===== src/include/slr_pkg.sv =====
// package for the serial-to-parallel latch register
// shared widths, reset values and the pin carrier struct
package slr_pkg;
	localparam int          SLR_WIDTH     = 8;
	localparam logic [7:0]  SLR_RESET_VAL = 8'h00;
	localparam int          SLR_SYNC_LEN  = 2;

	// pins driven by the host, before and after synchronisation
	typedef struct packed {
		logic bit_stream_in;
		logic shift_clock_in;
		logic store_clock_in;
		logic shift_clear_n;
		logic out_enable_n;
	} slr_pins_t;
endpackage : slr_pkg


===== src/slr_top.sv =====
// serial-in, parallel-out shift register with a three-state storage register
// assumes host pins are asynchronous to clk_sys and pulse wider than one clk_sys period
`timescale 1ns/1ps
`default_nettype none
module slr_top
	import slr_pkg::*;
#(
	parameter int WIDTH = SLR_WIDTH
)(
	input  wire logic             clk_sys,
	input  wire logic             rst,
	input  wire logic             bit_stream_in,
	input  wire logic             shift_clock_in,
	input  wire logic             store_clock_in,
	input  wire logic             shift_clear_n,
	input  wire logic             out_enable_n,
	output logic      [WIDTH-1:0] par_out,
	output logic      [WIDTH-1:0] par_out_oe,
	output logic                  cascade_out
);
	// host pins gathered into one carrier before synchronisation
	slr_pins_t             pins_raw;
	slr_pins_t             meta_q;
	slr_pins_t             meta_d;
	slr_pins_t             sync_q;
	slr_pins_t             sync_d;
	slr_pins_t             last_q;
	slr_pins_t             last_d;
	// shift stages, storage register and the pulses that move them
	logic      [WIDTH-1:0] shift_q;
	logic      [WIDTH-1:0] shift_d;
	logic      [WIDTH-1:0] store_q;
	logic      [WIDTH-1:0] store_d;
	wire logic [WIDTH-1:0] stage_in;
	logic                  shift_rise;
	logic                  store_rise;
	logic                  clear_act;
	logic                  serial_bit;
	logic                  drive_en;

	// rising edge of one synchronised pin against its delayed copy
	function automatic logic slr_rise(
		input logic now_lvl,
		input logic old_lvl
	);
		return now_lvl & ~old_lvl;
	endfunction : slr_rise

	// levels held in reset: clocks low, clear and enable inactive
	function automatic slr_pins_t slr_idle_pins();
		slr_pins_t idle;
		idle.bit_stream_in  = 1'b0;
		idle.shift_clock_in = 1'b0;
		idle.store_clock_in = 1'b0;
		idle.shift_clear_n  = 1'b1;
		idle.out_enable_n   = 1'b1;
		return idle;
	endfunction : slr_idle_pins

	always_comb begin
		pins_raw.bit_stream_in  = bit_stream_in;
		pins_raw.shift_clock_in = shift_clock_in;
		pins_raw.store_clock_in = store_clock_in;
		pins_raw.shift_clear_n  = shift_clear_n;
		pins_raw.out_enable_n   = out_enable_n;
	end

	// two flip-flops per pin; the third copy only feeds the edge detectors
	always_comb begin
		meta_d = pins_raw;
		sync_d = meta_q;
		last_d = sync_q;
	end

	always_ff @(posedge clk_sys) begin
		if (rst) begin
			meta_q <= slr_idle_pins();
			sync_q <= slr_idle_pins();
			last_q <= slr_idle_pins();
		end else begin
			meta_q <= meta_d;
			sync_q <= sync_d;
			last_q <= last_d;
		end
	end

	// only rising edges of the two clocks act; the clear acts on its level, falling clock edges change nothing
	// a pin pulse shorter than one clk_sys period may be lost in the synchroniser
	assign shift_rise = slr_rise(sync_q.shift_clock_in, last_q.shift_clock_in);
	assign store_rise = slr_rise(sync_q.store_clock_in, last_q.store_clock_in);
	assign clear_act  = ~sync_q.shift_clear_n;
	assign serial_bit = sync_q.bit_stream_in;

	// stage 0 takes the serial bit, each later stage its lower neighbour
	generate
		for (genvar i = 0; i < WIDTH; i++) begin : g_stage
			if (i == 0) begin : g_first
				assign stage_in[i] = serial_bit;
			end else begin : g_next
				assign stage_in[i] = shift_q[i-1];
			end
		end
	endgenerate

	// clear overrides any shift edge in the same cycle
	// it acts on the synchronised level, so it lands three cycles after the pin
	always_comb begin
		shift_d = shift_q;
		if (clear_act) begin
			shift_d = '0;
		end else if (shift_rise) begin
			shift_d = stage_in;
		end
	end

	always_ff @(posedge clk_sys) begin
		if (rst) begin
			shift_q <= WIDTH'(SLR_RESET_VAL);
		end else begin
			shift_q <= shift_d;
		end
	end

	// storage copies the stages as they stood before this cycle's shift
	// so tied clocks leave storage one pulse behind; the clear never reaches it
	always_comb begin
		store_d = store_q;
		if (store_rise) begin
			store_d = shift_q;
		end
	end

	always_ff @(posedge clk_sys) begin
		if (rst) begin
			store_q <= WIDTH'(SLR_RESET_VAL);
		end else begin
			store_q <= store_d;
		end
	end

	// bit 0 is the first stage and the first output
	// the enable covers only the parallel outputs, never the cascade
	assign drive_en    = ~sync_q.out_enable_n;
	assign par_out     = store_q;
	assign par_out_oe  = {WIDTH{drive_en}};
	assign cascade_out = shift_q[WIDTH-1];
endmodule : slr_top
`default_nettype wire


===== config.mk =====
export PLATFORM = sky130hd
export DESIGN_NAME = slr_top
export DESIGN_NICKNAME = d
export VERILOG_FILES = /design/src/include/slr_pkg.sv /design/src/slr_top.sv
export SDC_FILE = /design/constraint.sdc
export NUM_CORES = 1
export LEC_CHECK = 0
export BUFFER_PORTS_ARGS = -buffer_cell sky130_fd_sc_hd__buf_2
export CAP_MARGIN = 20
export CORE_MARGIN = 5
export CORE_UTILIZATION = 48
export CTS_CLUSTER_SIZE = 16
export DETAILED_ROUTE_END_ITERATION = 8
export PLACE_DENSITY = 0.73
export SLEW_MARGIN = 20
export SYNTH_ARGS = -nofsm -noshare
export SYNTH_HDL_FRONTEND = slang
export SYNTH_SLANG_ARGS = --single-unit
export TNS_END_PERCENT = 20

===== constraint.sdc =====
create_clock -name clk_sys -period 0.95 [get_ports clk_sys]
set_input_delay 0.2375 -clock clk_sys [delete_from_list [all_inputs] [get_ports clk_sys]]
set_output_delay 0.2375 -clock clk_sys [all_outputs]
set_load 0.005 [all_outputs]

==> impl_metrics.tcl, run 1 <==
set metrics [dict create \
    status "finished with violations" \
    violations "setup timing" \
    fillers 173 \
    yosys.area_share.simple 0.198 \
    wl_um 1640 \
    initial_core_util 0.511 \
    drcViolationCount 0 \
    antenna_found_initial 0 \
    hold_viol 0 \
    cap_violations 0 \
    clock.fmax_mhz 920 \
    synthAdderAreaFrac 0 \
    ys_ff_latch 28 \
    vias 665 \
    worstHoldPathCells 2 \
    rr_worst_depth 3 \
    vias_per_cell 4.68 \
    design_area_um2 1180 \
    root_buffer "clkbuf_4" \
    antennaDiodeCount 0 \
    grt_usage 0.115 \
    dieArea_um2 3130 \
    fin_skew_ps 1.74 \
    cts_setup_buffers 0 \
    dpl_cell_area_um2 1090 \
    end_kind "primary output" \
    first_global_vias 675 \
    worstPathRequired_ps 710 \
    fin_ws_ps -138 \
    worstMarginPinSlew_ps 510 \
    drt_iter0_markers 9 \
    drt-pass1-iter-count 4 \
    muxShareOfSynthArea 0.0790 \
    synth_xor_area_frac 0 \
    grt_max_degree 16 \
    overflow 0 \
    place_ws_ps -31.0 \
    synth_compound_area_frac 0.0691 \
    portBuffers 23 \
    routabilityCongestion 0.680 \
    avgSynthCellArea_um2 10.2 \
    cellLeakagePower_uw 0.000529 \
    rsz0062_at_grt "true" \
    hold_class "input pin to register" \
    critPathLaunchType "register" \
    std_cell_rows 16 \
    cp_max_fo 8 \
    syn_to_final_growth_pct 16.4 \
    ys_seq_area_frac 0.553 \
    crit_type "register to primary output" \
    fp.dieH_um 56.0 \
    numCtsBuffers 3 \
    dp_hpwl_um 1150 \
    slew_headroom 0.660 \
    clk_latency_ps 320 \
    syn-instance-count 99 \
    wl_per_cell_um 11.5 \
    nets 123 \
    period_share 1.14 \
    synth_top_family_by_area "simple AND/OR/NAND/NOR gates" \
    coreArea_um2 1980 \
    io_pins 24 \
    die_w_um 56.0 \
    power.density_nw_per_um2 1580 \
    synth_fp_nets 106 \
    final_layout_size_suffix_gt1_frac 0.478 \
    setup_viol 17 \
    grt_first_pass_wirelength_um 2900 \
    cts_tree "done" \
    synth_cell_types 14 \
    drv_slew 0 \
    synth_area_um2 1010 \
    clkTransAtPathRegs_ps 130 \
    htreeDepth 1 \
    ir_drop_mv 1.17 \
    clk_path_buf_depth 2 \
    cts_hold_buf 0 \
    yosysWarnings 0 \
    cp.arrival_ps 850 \
    min_period_ps 1090 \
    cts.sinks 28 \
    antenna_left 0 \
]
critical path, stage by stage (launching register included):
cell and delay, ps:
dfxtp_2 350, inv_4 70, buf_2 110
sequential cells by signal (all words and copies together) (netlist names):
| signal | flops |
|---|---|
| last_d | 4 |
| last_q | 2 |
| meta_q | 5 |
| par_out | 8 |
| serial_bit | 1 |
| shift_q | 8 |
cell usage in the layout (no fill, tap or decap):
cell      synthesis  routed
dfxtp_1          28      16
clkbuf_8          0       1
inv_4             0       1
mux2i_1           8       8
nand2_1          16      16
buf_2             4      18
clkbuf_4          0       3
nand2b_4          1       1
buf_6             1       6
or2_1             4       4
nand2b_1          2       1
nand2b_2          0       1
nor2_1            8       8
a21oi_2           8       8
buf_4             9       2
dfxtp_2           0      12
nor2b_2           1       2
nor2b_1           8       7
per-stage QoR:
stage	power [µW]	utilization	hold slack [ps]	instances	TNS, ps
floorplan	1310	-	335	99	0
global placement	1330	0.548	390	138	0
detailed placement	1330	0.548	390	138	-88.6
CTS	1890	0.577	62.3	142	-2020
global route	1940	0.595	65.0	142	-2650
finish	1870	0.595	79.6	142	-1660
path summary, 6_finish.rpt:
kind | end | start | slack (ps)
max | par_out_oe[2] | last_d[0] | -140
min | meta_q[0] | out_enable_n | 80
max reg2reg | par_out[0] | last_q[2] | 30
min reg2reg | last_d[1] | meta_q[1] | 420
per-layer routing:
| metal | wire, µm | global-route usage |
|---|---|---|
| met3 | 105 | 0.0510 |
| met4 | 17 | 0.0407 |
| met2 | 820 | 0.204 |
| met1 | 695 | 0.119 |
| met5 | 0 | 0 |
report_power, final:
group | internal [µW] | leakage [µW] | switching (µW)
registers | 1200 | 0.000233 | 8.58
logic | 50.4 | 0.000275 | 54.2
clock network | 235 | 0.0000210 | 321
total | 1480 | 0.000529 | 383
cells by family (layout without fill, tap and decap cells):
group / count (synthesis) / in the layout
compound gates: 8 / 8
buf+inv: 15 / 31
flops: 28 / 28
mux: 8 / 8
simple gates: 40 / 40
area by class of cell:
cell class | instances | area (µm²) | share of cell area
timing repair buffer | 26 | 173 | 0.146
sequential | 28 | 576 | 0.488
inverter | 1 | 6.26 | 0.00530
tap | 27 | 33.8 | 0.0286
clock buffer | 4 | 36.3 | 0.0308
multi-input combinational | 56 | 355 | 0.301
what timing repair did:
| item | 4_1_cts | 5_1_grt |
|---|---|---|
| setup endpoints to repair | 17 | 29 |
| hold endpoints to repair | 0 | 0 |
| resized for setup | 13 | 9 |
Yosys cell counts:
master    instances  area [µm²]
nand2b_4          1        13.8
nor2b_1           8        50.1
or2_1             4        25.0
nand2b_1          2        12.5
nand2_1          16        60.1
nor2b_2           1        8.76
dfxtp_1          28         561
mux2i_1           8        80.1
buf_6             1        11.3
nor2_1            8        30.0
buf_4             9        67.6
inv_1             1        3.75
buf_2             4        20.0
a21oi_2           8        70.1
Note: power is estimated with default switching activity, not from simulation.
==> run 2, diff against run 1 <==
--- a/config.mk
+++ b/config.mk
@@ -9,6 +9,7 @@
 export CAP_MARGIN = 20
 export CORE_MARGIN = 5
 export CORE_UTILIZATION = 48
+export CTS_BUF_LIST = sky130_fd_sc_hd__clkbuf_16
 export CTS_CLUSTER_SIZE = 16
 export DETAILED_ROUTE_END_ITERATION = 8
 export PLACE_DENSITY = 0.73
==> run 2 against run 1 <==
Effect of this change:
- the flow still finishes with violations (setup timing)
- clock skew rose by 2.8 ps
- highest routed layer unchanged
- non-clock buffer count stayed put
- sequential share of layout area down 0.97 points
- critical path depth unchanged
- count of clock-buffer cells in the layout fell by 1
==> impl_metrics.tcl, run 2 (same netlist as run 1, synthesis figures left out) <==
set metrics [dict create \
    worstMarginPinSlew_ps 516 \
    clkTransAtPathRegs_ps 60 \
    violations "setup timing" \
    cts_setup_buffers 0 \
    hold_viol 0 \
    cp.arrival_ps 770 \
    ir_drop_mv 1.64 \
    wl_um 1600 \
    r2r-end "shift_q[7]" \
    dp_hpwl_um 1150 \
    crit_type "register to primary output" \
    wl_per_cell_um 11.3 \
    io_pins 24 \
    first_global_vias 674 \
    root_buffer "clkbuf_16" \
    cp_max_fo 8 \
    final_layout_size_suffix_gt1_frac 0.435 \
    cp_slowest_stage_delay_ps 330 \
    std_cell_rows 16 \
    p_comb_frac 0.046 \
    clock.fmax_mhz 995 \
    cts_tree "done" \
    layout_common_cells "buf_2, dfxtp_1, nand2_1" \
    grt_usage 0.117 \
    grt_max_degree 16 \
    period_share 1.06 \
    overflow 0 \
    vias 657 \
    power.density_nw_per_um2 1850 \
    crit_cells 2 \
    grt_first_pass_wirelength_um 2930 \
    pwr-share-clk 0.411 \
    fin_skew_ps 4.58 \
    drcViolationCount 0 \
    worstPathRequired_ps 710 \
    clk_path_buf_depth 2 \
    routabilityCongestion 0.680 \
    dieArea_um2 3130 \
    path_cells "inv_4 -> buf_2" \
    sw_frac_of_total 0.185 \
    cts.sinks 28 \
    initial_core_util 0.511 \
    htreeDepth 1 \
    drt_iter0_markers 10 \
    seqPwrFrac 0.543 \
    hold_class "input pin to register" \
    r2r_slack_ps 30 \
    setup_viol 8 \
    cts_hold_buf 0 \
    antenna_found_initial 0 \
    totalPowerFinal_uw 2220 \
    drt-pass1-iter-count 4 \
    critPathLaunchType "register" \
    nets 123 \
    fin_ws_ps -54.8 \
    cts-resized-gates 6 \
    antenna_left 0 \
    rsz0062_at_grt "true" \
    syn_to_final_growth_pct 18.3 \
    clk_latency_ps 260 \
    critPathBufInv 2 \
    status "finished with violations" \
    die_w_um 56.0 \
    vias_per_cell 4.63 \
    min-delay-start "out_enable_n" \
    fp.dieH_um 56.0 \
    min_to "meta_q[0]" \
    reg2reg_from "last_q[3]" \
    slew_headroom 0.656 \
    cp_slowest_cell "dfxtp_2" \
    numCtsBuffers 3 \
    worstHoldPathCells 2 \
    cap_violations 0 \
    drv_slew 0 \
    portBuffers 23 \
    final_common_cell "buf_2" \
    rr_worst_depth 3 \
    layout.cells.non_filler 142 \
    cellInternalPower_uw 1810 \
    cellLeakagePower_uw 0.000544 \
    placedCellCount 138 \
    min_period_ps 1000 \
    net-switching-power_uw 410 \
    antennaDiodeCount 0 \
    end_kind "primary output" \
    coreArea_um2 1980 \
    critical-path-top-delay-family "flip-flops" \
]
run 2: cell types whose count changed in the layout (fill, tap and decap cells not counted), moves of 2 or more:
cell | before | now
clkbuf_16 | 0 | 3
dfxtp_2 | 12 | 10
clkbuf_4 | 3 | 0
buf_6 | 6 | 3
buf_2 | 18 | 20
dfxtp_1 | 16 | 18
run 2: final cells by class:
type,instances,area [µm²]
Tap cell,27,33.8
Sequential cell,28,573
Multi-Input combinational cell,56,350
Clock buffer,3,75.1
Timing Repair Buffer,26,156
Inverter,1,6.26
Clock inverter,1,3.75
Fill cell,169,783
run 2: through the flow:
stage	instance area, µm²	util	hold slack (ps)	setup slack [ps]	TNS, ps
after floorplan	1010	-	335	96.3	0
after global placement	1090	0.548	390	25.5	0
after detailed placement	1090	0.548	390	-31.0	-88.6
after CTS	1180	0.594	149	-63.9	-452
after global routing	1200	0.605	161	-93.3	-1230
final	1200	0.605	154	-54.8	-370
run 2: power by group through the flow:
stage | Combinational (µW) | Sequential, µW | Clock [µW]
floorplan | 86.3 | 1230 | 0
global placement | 97.8 | 1230 | 0
detailed placement | 100 | 1230 | 0
CTS | 103 | 1200 | 947
global route | 114 | 1210 | 983
finish | 102 | 1200 | 912
run 2: per-layer routing:
metal	global-route usage	vias up	wire length [µm]
li1	-	331	-
met1	0.120	309	690
met2	0.209	15	796
met3	0.0510	2	99
met4	0.0407	0	15
met5	0	-	0
run 2: worst max path at each step:
stage          startpoint            end  slack [ps]
6_report        last_d[0]  par_out_oe[6]         -50
5_1_grt         last_d[0]  par_out_oe[6]         -90
4_1_cts         last_d[0]  par_out_oe[6]         -60
3_5_place_dp          rst     shift_q[2]         -30
3_3_place_gp          rst     shift_q[6]          30
2_1_floorplan   last_q[2]     par_out[0]         100
==> run 3, diff against run 2 <==
==> constraint.sdc (replaced) <==
create_clock -name clk_sys -period 0.95 [get_ports clk_sys]
set_input_delay 0.0475 -clock clk_sys [delete_from_list [all_inputs] [get_ports clk_sys]]
set_output_delay 0.0475 -clock clk_sys [all_outputs]
set_load 0.005 [all_outputs]
==> run 3 against run 2 <==
Effect of this change:
- the flow now finishes without violations
- clock skew down 2.0 ps
- non-clock buffer count up 5
- clock power rose by 1%
- core utilization increased by 1.0 points
- total power up 1.2%
- critical path depth is 1 higher
- register-to-register slack improved by 50 ps
- first-iteration DRC count rose by 50%
- combinational power is 14% higher
- largest power group unchanged
- highest routed layer unchanged
==> impl_metrics.tcl, run 3 (same netlist as run 1, synthesis figures left out) <==
set metrics [dict create \
    cap_violations 0 \
    final_layout_size_suffix_gt1_frac 0.350 \
    path_cells "nand2b_4 -> mux2i_1 -> nor2_1" \
    setup_viol 0 \
    r2r_slack_ps 80 \
    first_global_vias 686 \
    nets 128 \
    numCtsBuffers 3 \
    overflow 0 \
    htreeDepth 1 \
    cts_setup_buffers 0 \
    worstMarginPinSlew_ps 469 \
    seq_area_um2 562 \
    coreArea_um2 1980 \
    drv_slew 0 \
    cp.arrival_ps 1020 \
    multiInputGateArea_um2 353 \
    drt-pass1-iter-count 4 \
    root_buffer "clkbuf_16" \
    clk_latency_ps 260 \
    die_w_um 56.0 \
    power.density_nw_per_um2 1840 \
    dieArea_um2 3130 \
    vias 659 \
    ir_drop_mv 1.66 \
    io_pins 24 \
    cellLeakagePower_uw 0.000559 \
    std_cell_rows 16 \
    antenna_left 0 \
    cts.sinks 28 \
    initial_core_util 0.511 \
    routabilityCongestion 0.739 \
    critPathLaunchType "register" \
    fin_skew_ps 2.57 \
    cts_tree "done" \
    drcViolationCount 0 \
    hold_viol 0 \
    clock.fmax_mhz 1150 \
    cp_max_fo 8 \
    critical-path-top-delay-family "flip-flops" \
    grt_max_degree 16 \
    vias_per_cell 4.48 \
    status "finished clean" \
    critPathBufInv 0 \
    portBuffers 23 \
    design_area_um2 1220 \
    cp_slowest_stage_delay_ps 310 \
    min_period_ps 873 \
    grt_first_pass_wirelength_um 2860 \
    dpl_cell_area_um2 1090 \
    worstPathRequired_ps 1100 \
    grt_usage 0.113 \
    antenna_found_initial 0 \
    fp.dieH_um 56.0 \
    cp_slowest_cell "dfxtp_1" \
    clkTransAtPathRegs_ps 60 \
    period_share 0.919 \
    crit_type "register to register" \
    antennaDiodeCount 0 \
    slew_headroom 0.687 \
    end_kind "register" \
    drt_iter0_markers 15 \
    layout_common_cells "dfxtp_1, buf_2, nand2_1" \
    dp_hpwl_um 1100 \
    fin_setup_tns_ps 0 \
    clk_path_buf_depth 2 \
    wl_per_cell_um 10.8 \
    rsz0062_at_grt "false" \
    hold_class "input pin to register" \
    fillers 161 \
    syn_to_final_growth_pct 20.2 \
    final_common_cell "dfxtp_1" \
    wl_um 1590 \
]
-- run 3: cell types whose count changed in the layout (fill, tap and decap cells not counted) --
cell           before  now
inv_4               1    0
buf_2              20   23
nand2b_2            0    1
nand2b_1            2    1
dfxtp_2            10    1
inv_2               0    1
buf_6               3    0
dlygate4sd3_1       0    5
dfxtp_1            18   27
-- run 3: area by class of cell --
class | instances | area share
repair buffers | 31 | 0.154
clock buffers | 3 | 0.0616
well taps | 27 | 0.0277
clock inverters | 1 | 0.00308
multi-input cells | 56 | 0.290
flip-flops and latches | 28 | 0.461
inverters | 1 | 0.00308
-- run 3: repair_timing --
item / CTS / global route
hold buffers: 5 / 0
gates resized for setup: 0 / 3
hold endpoints to repair: 5 / 0
endpoints found under the setup margin: 0 / 14
-- run 3: path summary, 6_finish.rpt --
check             from         end  cells past startpoint
min                rst   meta_q[4]                      3
max reg2reg  last_q[2]  par_out[2]                      3
max          last_q[2]  par_out[2]                      3
min reg2reg  meta_q[0]   last_d[0]                      1
-- run 3: layer usage --
metal / up-vias / global-route usage / routed length [µm]
met4: 0 / 0.0508 / 21
met1: 299 / 0.121 / 669
li1: 343 / - / -
met5: - / 0 / 0
met3: 2 / 0.0348 / 83
met2: 15 / 0.203 / 811
-- run 3: worst register-to-register path: stages, from the launching register on --
cell and delay, ps:
dfxtp_1 310, nand2b_4 200, mux2i_1 210, nor2_1 50
-- run 3: power by group --
part / internal, µW / total, µW / switching [µW] / leakage [µW]
Combinational: 60.1 / 116 / 55.4 / 0.000292
Clock: 563 / 924 / 361 / 0.0000385
Sequential: 1200 / 1200 / 7.33 / 0.000228
-- run 3: per-stage QoR --
stage               hold WS (ps)  instances  utilization  power, µW  worst slack [ps]
global placement             226        138        0.548       1330               102
floorplan                    145         99            -       1310              96.3
detailed placement           230        138        0.548       1330              50.7
CTS                          123        147        0.613       2280              8.68
global route                 154        147        0.615       2330              5.24
finish                       123        147        0.615       2240              77.3
